### src/inc/rtcal_map.svh
// Offsets, field positions, reset values and timing counts of the alarm block
`ifndef RTCAL_MAP_SVH
`define RTCAL_MAP_SVH
`define RTCAL_OFF_WDHR 6'h00
`define RTCAL_OFF_MINSEC 6'h01
`define RTCAL_OFF_CFG 6'h02
`define RTCAL_OFF_CAL 6'h03
`define RTCAL_OFF_MD 6'h04
`define RTCAL_WDAY_LSB 8
`define RTCAL_HRT_LSB 4
`define RTCAL_MINT_LSB 12
`define RTCAL_MINO_LSB 8
`define RTCAL_SECT_LSB 4
`define RTCAL_EN_BIT 15
`define RTCAL_ENDLESS_BIT 14
`define RTCAL_MASK_LSB 10
`define RTCAL_TON_BIT 15
`define RTCAL_WREN_BIT 13
`define RTCAL_SYNC_BIT 12
`define RTCAL_WDHR_RMASK 16'h073f
`define RTCAL_MINSEC_RMASK 16'h7f7f
`define RTCAL_MD_RMASK 16'h1f3f
`define RTCAL_RST16 16'h0000
`define RTCAL_RST8 8'h00
`define RTCAL_RST4 4'h0
`define RTCAL_RPT_WRAP 8'hff
`define RTCAL_MASK_HALF 4'h0
`define RTCAL_MASK_SEC 4'h1
`define RTCAL_MASK_10SEC 4'h2
`define RTCAL_MASK_MIN 4'h3
`define RTCAL_MASK_10MIN 4'h4
`define RTCAL_MASK_HOUR 4'h5
`define RTCAL_MASK_DAY 4'h6
`define RTCAL_MASK_WEEK 4'h7
`define RTCAL_MASK_MONTH 4'h8
`define RTCAL_MASK_YEAR 4'h9
`define RTCAL_REF_HZ 200000000
`define RTCAL_OSC_HZ 32768
`define RTCAL_OSC_DIV (`RTCAL_REF_HZ / `RTCAL_OSC_HZ)
`define RTCAL_HALF_PULSES 17'sh04000
`define RTCAL_HALVES_PER_MIN 7'h77
`define RTCAL_SYNC_WINDOW 17'sh00020
`define RTCAL_RESP_OK 2'h0
`define RTCAL_RESP_SLVERR 2'h2
`endif

### src/inc/rtcal_pkg.sv
// Shared types of the alarm and calibration block
package rtcal_pkg;
  typedef logic [3:0] rtcal_mask_t;
  typedef logic [7:0] rtcal_byte_t;
  typedef logic [15:0] rtcal_half_t;
  typedef logic signed [16:0] rtcal_phase_t;
endpackage

### src/hw/rtcal_prescale.sv
// Oscillator divider, half-second prescaler and once-a-minute calibration
`timescale 1ns/1ps
`include "rtcal_map.svh"
module rtcal_prescale #(
  parameter logic [15:0] OSC_DIV = 16'(`RTCAL_OSC_DIV),
  parameter rtcal_pkg::rtcal_phase_t HALF_PULSES = `RTCAL_HALF_PULSES
) (
  input wire logic clk,
  input wire logic rst,
  input wire logic run,
  input wire rtcal_pkg::rtcal_byte_t cal,
  output logic half_tick,
  output logic sec_tick,
  output logic near_sec
);
  logic [15:0] div_q, div_d;
  rtcal_pkg::rtcal_phase_t cnt_q, cnt_d;
  logic [6:0] halves_q, halves_d;
  logic half_q, half_d, sec_q, sec_d, near_q, near_d, adj_q, adj_d;
  logic osc_en;

  assign half_tick = half_q;
  assign sec_tick = sec_q;
  assign near_sec = near_q;

  always_comb
  begin
    osc_en = (div_q == OSC_DIV - 16'h0001);
    div_d = osc_en ? 16'h0000 : div_q + 16'h0001;
    cnt_d = cnt_q;
    halves_d = halves_q;
    half_d = 1'b0;
    sec_d = 1'b0;
    adj_d = 1'b0;
    if (!run)
    begin
      div_d = 16'h0000;
    end
    else if (osc_en)
    begin
      cnt_d = cnt_q + 17'sh00001;
      if (cnt_q >= HALF_PULSES - 17'sh00001)
      begin
        half_d = 1'b1;
        sec_d = halves_q[0];
        cnt_d = 17'sh00000;
        halves_d = halves_q + 7'h01;
        if (halves_q == `RTCAL_HALVES_PER_MIN)
        begin
          // Signed offset times four; negative lengthens the minute
          cnt_d = {{7{cal[7]}}, cal, 2'b00};
          halves_d = 7'h00;
          adj_d = 1'b1;
        end
      end
    end
    near_d = run && halves_q[0] && (cnt_q >= HALF_PULSES - `RTCAL_SYNC_WINDOW);
  end

  always_ff @(posedge clk or posedge rst)
  begin
    if (rst)
    begin
      div_q <= 16'h0000;
      cnt_q <= 17'sh00000;
      halves_q <= 7'h00;
      half_q <= 1'b0;
      sec_q <= 1'b0;
      near_q <= 1'b0;
      adj_q <= 1'b0;
    end
    else
    begin
      div_q <= div_d;
      cnt_q <= cnt_d;
      halves_q <= halves_d;
      half_q <= half_d;
      sec_q <= sec_d;
      near_q <= near_d;
      adj_q <= adj_d;
    end
  end
endmodule

### src/hw/rtcal_match.sv
// Alarm digit comparison under the interval mask
`timescale 1ns/1ps
`include "rtcal_map.svh"
module rtcal_match (
  input wire rtcal_pkg::rtcal_mask_t mask,
  input wire rtcal_pkg::rtcal_half_t al_wdhr,
  input wire rtcal_pkg::rtcal_half_t al_minsec,
  input wire rtcal_pkg::rtcal_half_t al_md,
  input wire rtcal_pkg::rtcal_half_t now_wdhr,
  input wire rtcal_pkg::rtcal_half_t now_minsec,
  input wire rtcal_pkg::rtcal_half_t now_md,
  output logic match
);
  function automatic logic same(input logic [15:0] a, input logic [15:0] b,
                                input logic [15:0] m);
    same = ((a ^ b) & m) == 16'h0000;
  endfunction

  // Each wider mask adds digits to the narrower one, except month, which drops the weekday digit of the week mask
  always_comb
  begin
    match = 1'b0;
    case (mask)
      `RTCAL_MASK_SEC: match = 1'b1;
      `RTCAL_MASK_10SEC: match = same(al_minsec, now_minsec, 16'h000f);
      `RTCAL_MASK_MIN: match = same(al_minsec, now_minsec, 16'h007f);
      `RTCAL_MASK_10MIN: match = same(al_minsec, now_minsec, 16'h0f7f);
      `RTCAL_MASK_HOUR: match = same(al_minsec, now_minsec, 16'h7f7f);
      `RTCAL_MASK_DAY: match = same(al_minsec, now_minsec, 16'h7f7f)
        && same(al_wdhr, now_wdhr, 16'h003f);
      `RTCAL_MASK_WEEK: match = same(al_minsec, now_minsec, 16'h7f7f)
        && same(al_wdhr, now_wdhr, 16'h073f);
      `RTCAL_MASK_MONTH: match = same(al_minsec, now_minsec, 16'h7f7f)
        && same(al_wdhr, now_wdhr, 16'h003f) && same(al_md, now_md, 16'h003f);
      // Feb 29 only exists in leap years, so that date fires every fourth year
      `RTCAL_MASK_YEAR: match = same(al_minsec, now_minsec, 16'h7f7f)
        && same(al_wdhr, now_wdhr, 16'h003f) && same(al_md, now_md, 16'h1f3f);
      default: match = 1'b0;
    endcase
  end
endmodule

### src/hw/rtcal_top.sv
// Alarm and calibration block with an AXI4-Lite register slave
// Contract
// - weekday digit in bits 10:8, reserved zero
// - hour BCD tens 5:4, ones 3:0
// - weekday/hours writes need clock write enable
// - minute BCD tens 14:12, ones 11:8
// - second BCD tens 6:4, ones 3:0
// - minute adjust by four times calibration
// - negative calibration adds pulses each minute
// - final alarm clears alarm enable
// - mask field 13:10 picks interval
// - yearly Feb 29 fires every fourth year
// - zero repeat, no endless: one alarm
// - repeat counter decrements per alarm
// - at zero: last alarm, then disable
// - endless repeat wraps counter to FFh
// - interrupt at every alarm event
// - alarm pulse toggles each alarm event
// - enable bit 15, endless bit 14
`timescale 1ns/1ps
`include "rtcal_map.svh"
module rtcal_top #(
  parameter logic [15:0] OSC_DIV = 16'(`RTCAL_OSC_DIV),
  parameter rtcal_pkg::rtcal_phase_t HALF_PULSES = `RTCAL_HALF_PULSES
) (
  input wire logic REF_CLK,
  input wire logic RESET,
  input wire logic [7:0] S_AXI_AWADDR,
  input wire logic S_AXI_AWVALID,
  output logic S_AXI_AWREADY,
  input wire logic [31:0] S_AXI_WDATA,
  input wire logic [3:0] S_AXI_WSTRB,
  input wire logic S_AXI_WVALID,
  output logic S_AXI_WREADY,
  output logic [1:0] S_AXI_BRESP,
  output logic S_AXI_BVALID,
  input wire logic S_AXI_BREADY,
  input wire logic [7:0] S_AXI_ARADDR,
  input wire logic S_AXI_ARVALID,
  output logic S_AXI_ARREADY,
  output logic [31:0] S_AXI_RDATA,
  output logic [1:0] S_AXI_RRESP,
  output logic S_AXI_RVALID,
  input wire logic S_AXI_RREADY,
  input wire logic [15:0] NOW_WDAY_HOURS,
  input wire logic [15:0] NOW_MIN_SEC,
  input wire logic [15:0] NOW_MONTH_DAY,
  output logic IRQ,
  output logic ALARM_PULSE
);
  logic aw_v_q, aw_v_d, w_v_q, w_v_d, b_v_q, b_v_d, r_v_q, r_v_d;
  logic aw_rdy_q, aw_rdy_d, w_rdy_q, w_rdy_d, ar_rdy_q, ar_rdy_d;
  logic [5:0] aw_a_q, aw_a_d;
  logic [15:0] w_d_q, w_d_d;
  logic [1:0] w_s_q, w_s_d, b_r_q, b_r_d, r_r_q, r_r_d;
  logic [31:0] r_d_q, r_d_d;
  rtcal_pkg::rtcal_half_t wdhr_q, wdhr_d, minsec_q, minsec_d, md_q, md_d;
  logic en_q, en_d, endless_q, endless_d, ton_q, ton_d, wren_q, wren_d;
  rtcal_pkg::rtcal_mask_t mask_q, mask_d;
  rtcal_pkg::rtcal_byte_t rpt_q, rpt_d, cal_q, cal_d;
  logic irq_q, irq_d, pulse_q, pulse_d;
  logic wr_go, half_tick, sec_tick, near_sec, match, fire;
  logic [15:0] wv, cfg_rd, cal_rd;

  function automatic logic mapped(input logic [5:0] idx);
    mapped = idx <= `RTCAL_OFF_MD;
  endfunction

  function automatic logic [15:0] merge(input logic [15:0] old,
                                        input logic [15:0] dat,
                                        input logic [1:0] strb);
    merge = {strb[1] ? dat[15:8] : old[15:8], strb[0] ? dat[7:0] : old[7:0]};
  endfunction

  rtcal_prescale #(
    .OSC_DIV(OSC_DIV),
    .HALF_PULSES(HALF_PULSES)
  ) u_prescale (
    .clk(REF_CLK),
    .rst(RESET),
    .run(ton_q),
    .cal(cal_q),
    .half_tick(half_tick),
    .sec_tick(sec_tick),
    .near_sec(near_sec)
  );

  rtcal_match u_match (
    .mask(mask_q),
    .al_wdhr(wdhr_q),
    .al_minsec(minsec_q),
    .al_md(md_q),
    .now_wdhr(NOW_WDAY_HOURS),
    .now_minsec(NOW_MIN_SEC),
    .now_md(NOW_MONTH_DAY),
    .match(match)
  );

  assign S_AXI_AWREADY = aw_rdy_q;
  assign S_AXI_WREADY = w_rdy_q;
  assign S_AXI_BVALID = b_v_q;
  assign S_AXI_BRESP = b_r_q;
  assign S_AXI_ARREADY = ar_rdy_q;
  assign S_AXI_RVALID = r_v_q;
  assign S_AXI_RDATA = r_d_q;
  assign S_AXI_RRESP = r_r_q;
  assign IRQ = irq_q;
  assign ALARM_PULSE = pulse_q;

  assign cfg_rd = {en_q, endless_q, mask_q, 2'b00, rpt_q};
  assign cal_rd = {ton_q, 1'b0, wren_q, near_sec, 4'h0, cal_q};
  assign wr_go = aw_v_q && w_v_q && !b_v_q;
  // Half-second mode fires on every half tick; others only on whole seconds
  assign fire = en_q && ((mask_q == `RTCAL_MASK_HALF) ? half_tick
    : (sec_tick && match));

  // Bus handshake and read path
  always_comb
  begin
    aw_v_d = aw_v_q;
    aw_a_d = aw_a_q;
    w_v_d = w_v_q;
    w_d_d = w_d_q;
    w_s_d = w_s_q;
    b_v_d = b_v_q;
    b_r_d = b_r_q;
    r_v_d = r_v_q;
    r_d_d = r_d_q;
    r_r_d = r_r_q;
    if (S_AXI_AWVALID && aw_rdy_q)
    begin
      aw_v_d = 1'b1;
      aw_a_d = S_AXI_AWADDR[7:2];
    end
    if (S_AXI_WVALID && w_rdy_q)
    begin
      w_v_d = 1'b1;
      w_d_d = S_AXI_WDATA[15:0];
      w_s_d = S_AXI_WSTRB[1:0];
    end
    if (b_v_q && S_AXI_BREADY)
    begin
      b_v_d = 1'b0;
    end
    if (wr_go)
    begin
      aw_v_d = 1'b0;
      w_v_d = 1'b0;
      b_v_d = 1'b1;
      b_r_d = mapped(aw_a_q) ? `RTCAL_RESP_OK : `RTCAL_RESP_SLVERR;
    end
    if (r_v_q && S_AXI_RREADY)
    begin
      r_v_d = 1'b0;
    end
    if (S_AXI_ARVALID && ar_rdy_q)
    begin
      r_v_d = 1'b1;
      r_r_d = mapped(S_AXI_ARADDR[7:2]) ? `RTCAL_RESP_OK : `RTCAL_RESP_SLVERR;
      case (S_AXI_ARADDR[7:2])
        `RTCAL_OFF_WDHR: r_d_d = {16'h0000, wdhr_q & `RTCAL_WDHR_RMASK};
        `RTCAL_OFF_MINSEC: r_d_d = {16'h0000, minsec_q & `RTCAL_MINSEC_RMASK};
        `RTCAL_OFF_CFG: r_d_d = {16'h0000, cfg_rd};
        `RTCAL_OFF_CAL: r_d_d = {16'h0000, cal_rd};
        `RTCAL_OFF_MD: r_d_d = {16'h0000, md_q & `RTCAL_MD_RMASK};
        default: r_d_d = 32'h00000000;
      endcase
    end
    aw_rdy_d = !aw_v_d && !b_v_d;
    w_rdy_d = !w_v_d && !b_v_d;
    ar_rdy_d = !r_v_d;
  end

  always_ff @(posedge REF_CLK or posedge RESET)
  begin
    if (RESET)
    begin
      aw_v_q <= 1'b0;
      aw_a_q <= 6'h00;
      w_v_q <= 1'b0;
      w_d_q <= `RTCAL_RST16;
      w_s_q <= 2'h0;
      b_v_q <= 1'b0;
      b_r_q <= `RTCAL_RESP_OK;
      r_v_q <= 1'b0;
      r_d_q <= 32'h00000000;
      r_r_q <= `RTCAL_RESP_OK;
      aw_rdy_q <= 1'b0;
      w_rdy_q <= 1'b0;
      ar_rdy_q <= 1'b0;
    end
    else
    begin
      aw_v_q <= aw_v_d;
      aw_a_q <= aw_a_d;
      w_v_q <= w_v_d;
      w_d_q <= w_d_d;
      w_s_q <= w_s_d;
      b_v_q <= b_v_d;
      b_r_q <= b_r_d;
      r_v_q <= r_v_d;
      r_d_q <= r_d_d;
      r_r_q <= r_r_d;
      aw_rdy_q <= aw_rdy_d;
      w_rdy_q <= w_rdy_d;
      ar_rdy_q <= ar_rdy_d;
    end
  end

  // Register writes and the alarm sequencer
  always_comb
  begin
    wdhr_d = wdhr_q;
    minsec_d = minsec_q;
    md_d = md_q;
    en_d = en_q;
    endless_d = endless_q;
    mask_d = mask_q;
    rpt_d = rpt_q;
    cal_d = cal_q;
    ton_d = ton_q;
    wren_d = wren_q;
    irq_d = 1'b0;
    pulse_d = pulse_q;
    wv = 16'h0000;
    if (wr_go)
    begin
      case (aw_a_q)
        `RTCAL_OFF_WDHR:
        begin
          if (wren_q)
          begin
            wdhr_d = merge(wdhr_q, w_d_q, w_s_q) & `RTCAL_WDHR_RMASK;
          end
        end
        `RTCAL_OFF_MINSEC: minsec_d = merge(minsec_q, w_d_q, w_s_q) & `RTCAL_MINSEC_RMASK;
        `RTCAL_OFF_CFG:
        begin
          wv = merge(cfg_rd, w_d_q, w_s_q);
          en_d = wv[`RTCAL_EN_BIT];
          endless_d = wv[`RTCAL_ENDLESS_BIT];
          mask_d = wv[`RTCAL_MASK_LSB +: 4];
          rpt_d = wv[7:0];
        end
        `RTCAL_OFF_CAL:
        begin
          wv = merge(cal_rd, w_d_q, w_s_q);
          ton_d = wv[`RTCAL_TON_BIT];
          wren_d = wv[`RTCAL_WREN_BIT];
          cal_d = wv[7:0];
        end
        `RTCAL_OFF_MD:
        begin
          if (wren_q)
          begin
            md_d = merge(md_q, w_d_q, w_s_q) & `RTCAL_MD_RMASK;
          end
        end
        default: wv = 16'h0000;
      endcase
    end
    // Hardware sequencing outranks a same-cycle software write
    if (fire)
    begin
      irq_d = 1'b1;
      pulse_d = !pulse_q;
      en_d = en_q;
      if (rpt_q != `RTCAL_RST8)
      begin
        rpt_d = rpt_q - 8'h01;
      end
      else if (endless_q)
      begin
        rpt_d = `RTCAL_RPT_WRAP;
      end
      else
      begin
        rpt_d = rpt_q;
        en_d = 1'b0;
      end
    end
  end

  always_ff @(posedge REF_CLK or posedge RESET)
  begin
    if (RESET)
    begin
      wdhr_q <= `RTCAL_RST16;
      minsec_q <= `RTCAL_RST16;
      md_q <= `RTCAL_RST16;
      en_q <= 1'b0;
      endless_q <= 1'b0;
      mask_q <= `RTCAL_RST4;
      rpt_q <= `RTCAL_RST8;
      cal_q <= `RTCAL_RST8;
      ton_q <= 1'b0;
      wren_q <= 1'b0;
      irq_q <= 1'b0;
      pulse_q <= 1'b0;
    end
    else
    begin
      wdhr_q <= wdhr_d;
      minsec_q <= minsec_d;
      md_q <= md_d;
      en_q <= en_d;
      endless_q <= endless_d;
      mask_q <= mask_d;
      rpt_q <= rpt_d;
      cal_q <= cal_d;
      ton_q <= ton_d;
      wren_q <= wren_d;
      irq_q <= irq_d;
      pulse_q <= pulse_d;
    end
  end
endmodule

### config.mk
export PLATFORM = sky130hd
export DESIGN_NAME = rtcal_top
export DESIGN_NICKNAME = d
export VERILOG_FILES = /design/src/inc/rtcal_pkg.sv /design/src/hw/rtcal_prescale.sv /design/src/hw/rtcal_match.sv /design/src/hw/rtcal_top.sv
export VERILOG_INCLUDE_DIRS = /design/src /design/src/inc
export SDC_FILE = /design/constraint.sdc
export NUM_CORES = 1
export LEC_CHECK = 0
export BUFFER_PORTS_ARGS = -buffer_cell sky130_fd_sc_hd__buf_2
export CAP_MARGIN = 20
export CORE_ASPECT_RATIO = 1.1
export CORE_MARGIN = 3
export CORE_UTILIZATION = 35
export DETAILED_ROUTE_END_ITERATION = 8
export GPL_TIMING_DRIVEN = 0
export PLACE_DENSITY = 0.56
export SLEW_MARGIN = 20
export SYNTH_ARGS = -nofsm -noshare
export SYNTH_HDL_FRONTEND = slang
export SYNTH_SLANG_ARGS = --single-unit
### constraint.sdc
create_clock -name REF_CLK -period 5.6 [get_ports REF_CLK]
set_clock_uncertainty 0.15 [all_clocks]
set_input_delay 0.84 -clock REF_CLK [delete_from_list [all_inputs] [get_ports REF_CLK]]
set_output_delay 0.84 -clock REF_CLK [all_outputs]
set_load 0.005 [all_outputs]
==> results of run 1 <==
[critical path, delay by kind of cell]
kind | cells | cell delay (ns)
buf+inv | 1 | 0.11
compound gates | 1 | 0.18
xor+xnor | 2 | 0.35
simple gates | 4 | 1.21
[cell usage in the layout (no fill, tap or decap), types with 5 or more instances in the layout]
master,count
buf_4,18
xor2_1,14
clkbuf_16,17
nor2b_1,6
o21ai_0,35
a22oi_1,13
buf_2,101
inv_6,7
nor3_1,18
mux2_2,74
or2_2,5
nor2_1,46
a221oi_1,6
conb_1,18
ha_1,7
xnor2_1,34
dfrtp_1,152
a21oi_1,36
a31oi_1,12
mux2i_1,13
a222oi_1,5
nand2_1,68
and2_1,7
inv_1,16
a2bb2oi_1,5
nor4_1,6
nand4_1,8
o21ai_1,5
nand3_1,21
clkbuf_1,13
and3_1,7
nor4b_1,7
[state kept, by name, indices dropped and copies added, names as in the netlist, 2 cells and up]
signal               flops
S_AXI_RDATA             16
aw_a_q                   6
cal_q                    8
mask_q                   4
md_q                    11
minsec_q                14
rpt_q                    8
u_prescale.cnt_q        17
u_prescale.div_q        16
u_prescale.halves_q      7
w_d_q                   16
w_s_q                    2
wdhr_q                   9
[metrics by stage]
stage | setup slack [ns] | utilization, % | TNS [ns] | total power, µW
after floorplan | 0.5169 | - | 0 | 1896
after CTS | 3.058 | 42.95 | 0 | 3251
after global routing | 2.884 | 42.95 | 0 | 3393
after detailed placement | 2.616 | 40.36 | 0 | 2147
after global placement | -1.478 | 40.20 | -221.68 | 2134
final | 3.031 | 42.95 | 0 | 3210
[final cells by class]
| cell class | count | area share (%) |
|---|---|---|
| repair buffers | 96 | 5.427 |
| well taps | 290 | 3.915 |
| inverters | 17 | 0.7694 |
| plain buffers | 40 | 2.592 |
| clock inverters | 15 | 1.431 |
| clock buffers | 17 | 4.590 |
| multi-input cells | 533 | 40.24 |
| flip-flops and latches | 152 | 41.04 |
[cells in the mapped netlist, types with 5 or more instances]
master     count  area (µm²)
nand2_1       68       255.2
a2bb2oi_1      5       43.79
ha_1           7       87.58
xnor2_1       34       297.8
and2_1         7       43.79
dfrtp_1      152        3804
clkbuf_1      13       48.80
buf_4         18       135.1
xor2_1        14       122.6
a31oi_1       12       75.07
buf_2          6       30.03
a22oi_1       13       97.59
nor3_1        18       90.09
inv_1         17       63.81
o21ai_0       35       175.2
or2_2          5       31.28
and3_1         7       43.79
nand4_1        8       50.05
a222oi_1       5       50.05
o21ai_1        5       25.02
mux2i_1       13       130.1
nor4b_1        7       61.31
mux2_2        74       833.3
a21oi_1       36       180.2
a221oi_1       6       52.55
nor2_1        46       172.7
nor2b_1        6       37.54
nor4_1         6       37.54
nand3_1       21       105.1
[layer usage]
layer	part of all wire [%]	up-vias
met1	45	2878
met3	3.7	15
li1	-	2861
met2	50	127
met4	1.3	0
met5	0	-
[worst paths after layout]
path                                 from             endpoint  slack, ns  cells after the start
setup reg to reg                 rpt_q[0]             rpt_q[2]       3.09                      8
hold / removal                ALARM_PULSE          ALARM_PULSE       0.32                      1
setup / recovery           NOW_MIN_SEC[1]          ALARM_PULSE       3.03                      8
hold reg to reg               ALARM_PULSE          ALARM_PULSE       0.32                      1
min in group asynchronous           RESET  u_prescale.div_q[6]       0.35                      2
max in group asynchronous           RESET              md_q[2]       4.19                      3
[logic make-up after synthesis]
group	count (synthesis)	share of synthesized area (%)
AND/OR/NAND/NOR	232	16.37
flip-flops	152	48.93
AO/OA/AOI/OAI	141	11.81
multiplexers	87	12.39
buffers and inverters	57	3.911
XOR/XNOR	48	5.408
adder cells (fa/ha/maj)	7	1.127
other	1	0.04824
[report_power, final]
group          internal [µW]  switching (µW)  total [µW]
Clock                    586             507        1090
Combinational            300             253         553
Sequential              1300             260        1560
==> reports/results.txt, run 1 <==
Status - finished, final reports clean
Final WL - 19.41 mm
Number of synthesized flops with an enable pin - 0
Drt pass-1 iters - 5
N_diodes - 0
Vias per cell - 5.070
Endpoints failing hold - 0
Slew Viols, Final - 0
First DRT Iteration DRCs - 340
CTS Sinks - 152
Peak-usage layer in the global routing report - met2
# rows - 56
Final setup fails - 0
Gr ovfl total - 0
FF/Latch Area - 0.003804 mm²
Clk root buf - clkbuf_16
DR WL/cell - 16.73 µm
Syn Area/Cell - 10.72 µm²
RSZ-0062 raised after global routing - false
Clock Latency Late Sink - 0.43 ns
YS warnings - 0
Type of the worst setup path - in2reg
Die width - 148.1 µm
Die area - 0.02404 mm²
Post-synthesis cell area - 0.007774 mm²
Count of different cell masters after synthesis - 63
Initial Util - 36.02%
Crit-path max FO - 9
Residual DRC - 0
CTS tree - yes
Fin cells - 1160
Startpoint types - primary input
Post-DP HPWL - 14.45 mm
Die H - 162.3 µm
Maximum clock frequency - 0.3893 GHz
Relative slew margins - 50.51%
Initial antenna violation count - 0
Min cycle time layout - 2.569 ns
Dpl cells - 1128
Clk slew on worst S/H paths - 0.07 ns
Fin area - 0.009269 mm²
Io pins - 150
Synth-to-layout area growth - 19.23%
Routability cong. - 0.8534
Post-CTS setup buffer count - 0
Port-buffer cells - 95
Gate Count Post-Synth - 725
First-pass GRT wire length - 31.48 mm
CTS hold repair buffers - 0
Area of the multi-input gates - 0.003730 mm²
Htree depth - 4
Slew at the pin closest to its max-slew limit - 0.7375 ns
Hold slack - 0.3242 ns
# resized after CTS - 0
Total track usage - 16.67%
Met3 Usage GRT - 2.679%
Grt met1 use - 21.64%
Antenna Violating Nets Remaining - 0
Core box area - 0.02158 mm²
Proportion of layout cells with a drive suffix above 1 - 28.97%
Power Density - 346.3 mW/mm²
Number of global-route vias before repair - 5892
Leak - 0.004185 µW
Crit path arrival time - 2.72 ns
Critical Path RT - 5.75 ns
HP Class - reg2reg
Asr flop ratio synth - 100.0%
Crit. End Element - register
Total CTS buffers - 17
Top FF cell, synth - dfrtp_1
Max incr delay on CP - 0.49 ns
Flop and latch count out of synthesis - 152
Largest net degree at the start of global routing - 82
Crit path max-delay cell type - nor4_4
Met2 Usage GRT - 28.54%
Fin nets - 971
Worst path cell trace - buf_2, xnor2_1, nand4_1, nor4_1, o21ai_1, nor4_4, nor2_4, xnor2_1
Final worst-path cycle share - 45.87%
Post-synthesis sequential area ratio - 48.93%
Cell Area, Placed - 0.008711 mm²
Via count - 5881
CTS max path bufs - 2
Filler instances - 2138
Max cap viols - 0
Most frequent CP cell - xnor2_1
VDD IR max - 0.2158 mV
No activity file was read; power rests on OpenSTA's default activity.
==> run 2: changes to the inputs <==
--- a/config.mk
+++ b/config.mk
@@ -13,7 +13,7 @@
 export CORE_UTILIZATION = 35
 export DETAILED_ROUTE_END_ITERATION = 8
 export GPL_TIMING_DRIVEN = 0
-export PLACE_DENSITY = 0.56
+export PLACE_DENSITY = 0.58
 export SLEW_MARGIN = 20
 export SYNTH_ARGS = -nofsm -noshare
 export SYNTH_HDL_FRONTEND = slang
==> constraint.sdc (replaced) <==
create_clock -name REF_CLK -period 2.2 [get_ports REF_CLK]
set_clock_uncertainty 0.15 [all_clocks]
set_input_delay 0.33 -clock REF_CLK [delete_from_list [all_inputs] [get_ports REF_CLK]]
set_output_delay 0.33 -clock REF_CLK [all_outputs]
set_load 0.005 [all_outputs]
==> run 2 against run 1 <==
Core utilization grew 4.2 points. Routed wire length grew 6.0%. Die area is the same. Sequential power grew to 2.6 times the previous value. Clock power grew to 2.8 times the previous value. Sequential cell count is the same. First-iteration DRC count grew 38%. Sequential share of layout area shrank 3.6 points. Via count grew 5.1%.
==> reports/results.txt, run 2 (synthesis results as in run 1) <==
Relative slew margins - 48.12% (-2.4 points)
First DRT Iteration DRCs - 469 (+38%)
Commonest non-fill, non-tap cell in the layout - dfrtp_1
Via count - 6180 (+5.1%)
Crit. End Element - register
Total track usage - 17.03% (+0.36 points)
Worst reg2reg path depth - 5 (-3)
Total CTS buffers - 17 (unchanged)
Filler instances - 2000 (-6.5%)
Slew Viols, Final - 0 (unchanged)
Die area - 0.02404 mm² (unchanged)
DR WL/cell - 17.04 µm (+1.8%)
Initial Util - 36.02% (unchanged)
Post-DP HPWL - 14.69 mm (+1.7%)
Residual DRC - 0 (unchanged)
Htree depth - 4 (unchanged)
Leak - 0.004543 µW (+8.6%)
VDD IR max - 0.5130 mV (+140%)
Most frequent cells in the layout - 150 x dfrtp_1, 99 x buf_2, 74 x mux2_2
Routability cong. - 0.8191 (-4.0%)
Type of the worst setup path - reg2reg
Largest net degree at the start of global routing - 31 (-62%)
Crit-path max FO - 4 (-5)
Drt pass-1 iters - 5 (unchanged)
Final setup fails - 0 (unchanged)
Initial antenna violation count - 0 (unchanged)
Post-Route Utilization - 47.14% (+4.2 points)
N_diodes - 0 (unchanged)
Die H - 162.3 µm (unchanged)
Fin nets - 1018 (+4.8%)
Proportion of layout cells with a drive suffix above 1 - 34.68% (+5.7 points)
Core box area - 0.02158 mm² (unchanged)
Max cap viols - 0 (unchanged)
Slew at the pin closest to its max-slew limit - 0.7712 ns (+0.03370 ns)
Endpoints failing hold - 0 (unchanged)
# rows - 56 (unchanged)
Startpoint types - register
Io pins - 150 (unchanged)
WHS Path Cells - 3 (+2)
Die width - 148.1 µm (unchanged)
Clk root buf - clkbuf_16
Port-buffer cells - 95 (unchanged)
FF/Latch Area - 0.003806 mm² (about the same)
CTS tree - yes
First-pass GRT wire length - 32.73 mm (+4.0%)
Clk slew on worst S/H paths - 0.07 ns (about the same)
Clock Latency Late Sink - 0.43 ns (about the same)
Area of the multi-input gates - 0.004008 mm² (+7.4%)
Max reg flops - 17 (unchanged)
Hold slack - 0.01718 ns (-0.3071 ns)
Min cycle time layout - 2.189 ns
Biggest register - u_prescale.cnt_q
Gr ovfl total - 0 (unchanged)
Maximum clock frequency - 0.4568 GHz
CTS Sinks - 152 (unchanged)
Final WL - 20.57 mm (+6.0%)
Antenna Violating Nets Remaining - 0 (unchanged)
Number of global-route vias before repair - 6171 (+4.7%)
RSZ-0062 raised after global routing - true
Power Density - 843.8 mW/mm² (+140%)
Final worst-path cycle share - 99.51%
Setup WS pre-CTS - -0.3253 ns (-2.941 ns)
Crit path arrival time - 2.36 ns (-0.36 ns)
CTS max path bufs - 2 (unchanged)
Critical Path RT - 2.37 ns (-3.38 ns)
Vias per cell - 5.120 (+0.99%)
Status - finished, final reports clean
HP Class - in2reg
Final worst slack - 0.01074 ns (-3.020 ns)
Synth-to-layout area growth - 30.87%
run 2: path summary, 6_finish.rpt:
check | startpoint | end | slack [ns]
min in group asynchronous | RESET | u_prescale.div_q[3] | 0.42
worst min register to register | S_AXI_RDATA[12] | S_AXI_RDATA[12] | 0.32
worst min-delay path | S_AXI_WVALID | w_v_q | 0.02
max in group asynchronous | RESET | S_AXI_RRESP[1] | 0.67
worst max-delay path | aw_a_q[5] | wdhr_q[10] | 0.01
worst max register to register | aw_a_q[5] | wdhr_q[10] | 0.01
run 2: layer usage:
metal / vias up / share of wire [%] / wire length [µm] / track usage, %
li1: 2959 / - / - / -
met1: 3049 / 44 / 9030 / 21.59
met2: 156 / 51 / 10460 / 30.03
met3: 16 / 4.4 / 905 / 3.237
met4: 0 / 0.85 / 174 / 4.242
met5: - / 0 / 0 / 0
run 2: through the flow:
step | total power [µW] | area [µm²] | setup TNS, ns | std cells
finish | 8585 | 10170 | 0 | 1207
global route | 9029 | 10170 | -1.882 | 1207
CTS | 8615 | 9826 | 0 | 1196
detailed placement | 5488 | 8795 | -13.11 | 1132
global placement | 5426 | 8680 | -206.79 | 1127
floorplan | 4828 | 7841 | -29.94 | 742
run 2: critical path: stages, from the launching register on:
cell	delay [ns]
dfrtp_1	0.39
nor3_2	0.24
nand2_1	0.13
or2_2	0.37
nor4_2	0.42
mux2_2	0.39
run 2: area by class of cell:
class	instances	share of cell area, %
clock inverters	15	1.746
well taps	290	3.567
repair buffers	145	10.44
flip-flops and latches	152	37.41
clock buffers	17	4.182
inverters	17	0.6641
plain buffers	38	2.595
multi-input cells	533	39.39
run 2: report_power, final:
| part | total, µW | leakage, µW | internal, µW | switching, µW |
|---|---|---|---|---|
| Combinational | 1530 | 0.00225 | 836 | 690 |
| Sequential | 4050 | 0.00199 | 3320 | 732 |
| Clock | 3010 | 0.000294 | 1720 | 1290 |
run 2: repair_timing:
action	CTS	global route
endpoints found under the setup margin	86	70
gates cloned	0	2
endpoints found under the hold margin	52	0
setup buffers	9	9
pin swaps	10	24
hold buffers	25	0
resized for setup	23	61
==> run 3: changes to the inputs <==
--- a/config.mk
+++ b/config.mk
@@ -13,8 +13,10 @@
 export CORE_UTILIZATION = 35
 export DETAILED_ROUTE_END_ITERATION = 8
 export GPL_TIMING_DRIVEN = 0
+export HOLD_SLACK_MARGIN = 0.15
 export PLACE_DENSITY = 0.58
 export SLEW_MARGIN = 20
 export SYNTH_ARGS = -nofsm -noshare
 export SYNTH_HDL_FRONTEND = slang
+export SYNTH_HIERARCHICAL = 1
 export SYNTH_SLANG_ARGS = --single-unit
==> run 3 against run 2 <==
The flow now finishes with violations (setup timing). Fmax is 28% lower. Hold slack better by 0.17 ns. Routed wire length is 3.3% lower. Clock power is 8.0% lower. Die area is 2.8% higher. Design area is 0.59% higher. Sequential power is 2% lower. Critical path type unchanged. Critical endpoint is now rpt_q[7]. Largest cell class unchanged. Largest power group unchanged.
==> reports/results.txt, run 3 <==
Slew Viols, Final - 0 (unchanged)
Clk root buf - clkbuf_16
Post-synthesis cell area - 0.008001 mm² (+2.9%)
Min cycle time layout - 3.027 ns (+0.8378 ns)
Synth top cells by count - 152 x dfrtp_1, 58 x nand2_1, 52 x mux2_1
Final worst-path cycle share - 137.6% (+38 points)
Crit-path max FO - 9 (+5)
Cell Area, Placed - 0.009061 mm² (+3.0%)
Routed length on met3 - 749 µm (-17%)
Fin area - 0.01023 mm² (+0.59%)
Maximum clock frequency - 0.3304 GHz (-28%)
Multiplexer area fraction after synthesis - 13.98% (+1.6 points)
Gate Count Post-Synth - 739 (+1.9%)
Top FF cell, synth - dfrtp_1
P_int - 5760 µW (-1.9%)
Fin nets - 1033 (+1.5%)
Leak - 0.004702 µW (+3.5%)
Vias per cell - 4.958 (-3.2%)
CTS tree - yes
HP Class - in2reg
# rows - 57 (+1.8%)
Proportion of layout cells with a drive suffix above 1 - 29.08% (-5.6 points)
Setup TNS Final - -8.325 ns (-8.325 ns)
Most frequent cells in the layout - 151 x dfrtp_1, 98 x buf_2, 54 x nand2_1
Die width - 150.2 µm (+1.4%)
Slew at the pin closest to its max-slew limit - 0.9685 ns (+0.1974 ns)
Die H - 164.6 µm (+1.4%)
YS warnings - 6 (+6)
Final WL - 19.89 mm (-3.3%)
Io pins - 150 (unchanged)
VDD IR max - 0.4113 mV (-20%)
Type of the worst setup path - reg2reg
Clock Latency Late Sink - 0.42 ns (about the same)
Relative slew margins - 34.84% (-13 points)
Filler instances - 2058 (+2.9%)
Antenna Violating Nets Remaining - 0 (unchanged)
Htree depth - 4 (unchanged)
Post-synthesis adder-cell area fraction - 1.095% (-0.032 points)
Via count - 6084 (-1.6%)
Max cap viols - 0 (unchanged)
Power Density - 833.2 mW/mm² (-1.3%)
Post-Route Utilization - 45.99% (-1.2 points)
Failing checks - setup timing
Synth Area in Compound Gates - 10.77% (-1.0 points)
Gr ovfl total - 0 (unchanged)
Flop and latch count out of synthesis - 152 (unchanged)
RSZ-0062 raised after global routing - true
Met1 Routed Length - 8.756 mm (-3.0%)
Biggest register - u_prescale/cnt_q
Count of different cell masters after synthesis - 68 (+7.9%)
Switching share of total power - 32.45% (+0.87 points)
Syn Area/Cell - 10.83 µm² (+0.98%)
Startpoint types - register
Number of synthesized flops with an enable pin - 0 (unchanged)
Crit path arrival time - 3.22 ns (+0.86 ns)
Flop pwr share - 46.4% (-0.8 points)
Most frequent cell after synthesis - dfrtp_1
Biggest area consumer among synthesized cells - dfrtp_1
Final Power - 8527 µW (-0.67%)
Top cells by area, synth - dfrtp_1 48%, mux2_1 7.3%, mux2_2 4.5%
CTS max path bufs - 2 (unchanged)
Uppermost layer routed - met4
Initial Util - 35.96% (-0.062 points)
Sw Pwr - 2767 µW (+2.1%)
Comb power frac - 21.1% (+3.3 points)
Core box area - 0.02225 mm² (+3.1%)
Crit. End Element - register
Commonest non-fill, non-tap cell in the layout - dfrtp_1
Simple-Gate Fraction of Synth Area - 16.01% (-0.36 points)
Final setup fails - 11 (+11)
First-pass GRT wire length - 32.11 mm (-1.9%)
First DRT Iteration DRCs - 283 (-40%)
Post-synthesis xor/xnor area fraction - 5.708% (+0.30 points)
Post-DP HPWL - 14.72 mm (+0.17%)
Clock Power Share - 32.5% (-2.5 points)
Clk slew on worst S/H paths - 0.07 ns (about the same)
Endpoints failing hold - 0 (unchanged)
Synth-to-layout area growth - 27.90%
Largest net degree at the start of global routing - 32 (+3.2%)
Routability cong. - 0.8458 (+3.3%)
Asr flop ratio synth - 100.0% (unchanged)
Synth top area share - 47.54% (-1.4 points)
Number of global-route vias before repair - 6054 (-1.9%)
Port-buffer cells - 94 (-1.1%)
Max reg flops - 17 (unchanged)
Total track usage - 16.52% (-0.51 points)
Total CTS buffers - 17 (unchanged)
Critical Path RT - 2.39 ns (+0.02 ns)
Final worst slack - -0.8271 ns (-0.8378 ns)
Die area - 0.02471 mm² (+2.8%)
Drt pass-1 iters - 6 (+1)
Setup WS pre-CTS - -1.199 ns (-0.8735 ns)
N_diodes - 0 (unchanged)
Main combinational cell family by area after synthesis - simple AND/OR/NAND/NOR gates
Residual DRC - 0 (unchanged)
Status - complete, but fails checks
DR WL met2 - 10.02 mm (-4.1%)
DR WL/cell - 16.21 µm (-4.9%)
Initial antenna violation count - 0 (unchanged)
CTS Sinks - 152 (unchanged)
Post-synthesis sequential area ratio - 47.54% (-1.4 points)
[run 3: kinds of logic after synthesis]
family                     after synthesis
other                                    1
DFF                                    152
buffers and inverters                   71
AOI/OAI and AO/OA                      126
xor gates and xnor gates                50
muxes                                  100
and+or+nand+nor                        232
adders and majority gates                7
[run 3: final timing paths]
check | cells after the start | to | from | slack, ns
max | 12 | rpt_q[7] | minsec_q[3] | -0.83
min | 4 | S_AXI_RDATA[6] | S_AXI_ARADDR[7] | 0.18
max reg2reg | 12 | rpt_q[7] | minsec_q[3] | -0.83
min reg2reg | 1 | ALARM_PULSE | ALARM_PULSE | 0.32
max in group asynchronous | 5 | cal_q[5] | RESET | 0.76
min in group asynchronous | 3 | u_prescale/div_q[2] | RESET | 0.27
[run 3: power groups by stage]
| stage | Combinational, µW | Sequential (µW) | Clock [µW] |
|---|---|---|---|
| after floorplan | 1260 | 3730 | 0 |
| after global placement | 1610 | 3980 | 0 |
| after detailed placement | 1650 | 3990 | 0 |
| after CTS | 1800 | 3950 | 2840 |
| after global routing | 2010 | 4040 | 2970 |
| final | 1800 | 3950 | 2770 |
[run 3: area by class of cell]
| cell class | instances | area (µm²) | share of cell area (%) |
|---|---|---|---|
| well taps | 295 | 369.1 | 3.607 |
| clock inverters | 13 | 108.9 | 1.064 |
| repair buffers | 148 | 1059 | 10.34 |
| flip-flops and latches | 152 | 3805 | 37.18 |
| clock buffers | 19 | 452.9 | 4.426 |
| plain buffers | 45 | 321.6 | 3.142 |
| inverters | 22 | 86.33 | 0.8436 |
| multi-input cells | 533 | 4031 | 39.39 |
[run 3: stage by stage]
step / instances / hold slack (ns)
4_1_cts: 1223 / 0.1655
6_report: 1227 / 0.1825
5_1_grt: 1227 / 0.2110
3_3_place_gp: 1145 / 0.3080
2_1_floorplan: 756 / 0.3058
3_5_place_dp: 1150 / 0.1898
[run 3: critical path, cell delays in order, from the launching register on]
cell     delay (ns)
dfrtp_1        0.41
xor2_2         0.17
nor4_4         0.26
buf_4          0.17
nand3_2        0.09
or4_4          0.44
o32ai_2        0.22
nand3_1        0.15
mux2i_4        0.26
mux2i_4        0.30
buf_12         0.15
a21oi_2        0.05
nor3_2         0.14
[run 3: per-layer routing]
layer / vias up / GRT usage [%]
li1: 2990 / -
met1: 2947 / 20.79
met2: 127 / 28.91
met3: 20 / 3.074
met4: 0 / 4.908
met5: - / 0
[run 3: repair_timing]
item / CTS / global route
endpoints found under the setup margin: 62 / 85
resized for setup: 21 / 21
pin swaps: 9 / 5
hold buffers: 29 / 0
setup buffers: 13 / 7
endpoints found under the hold margin: 97 / 0
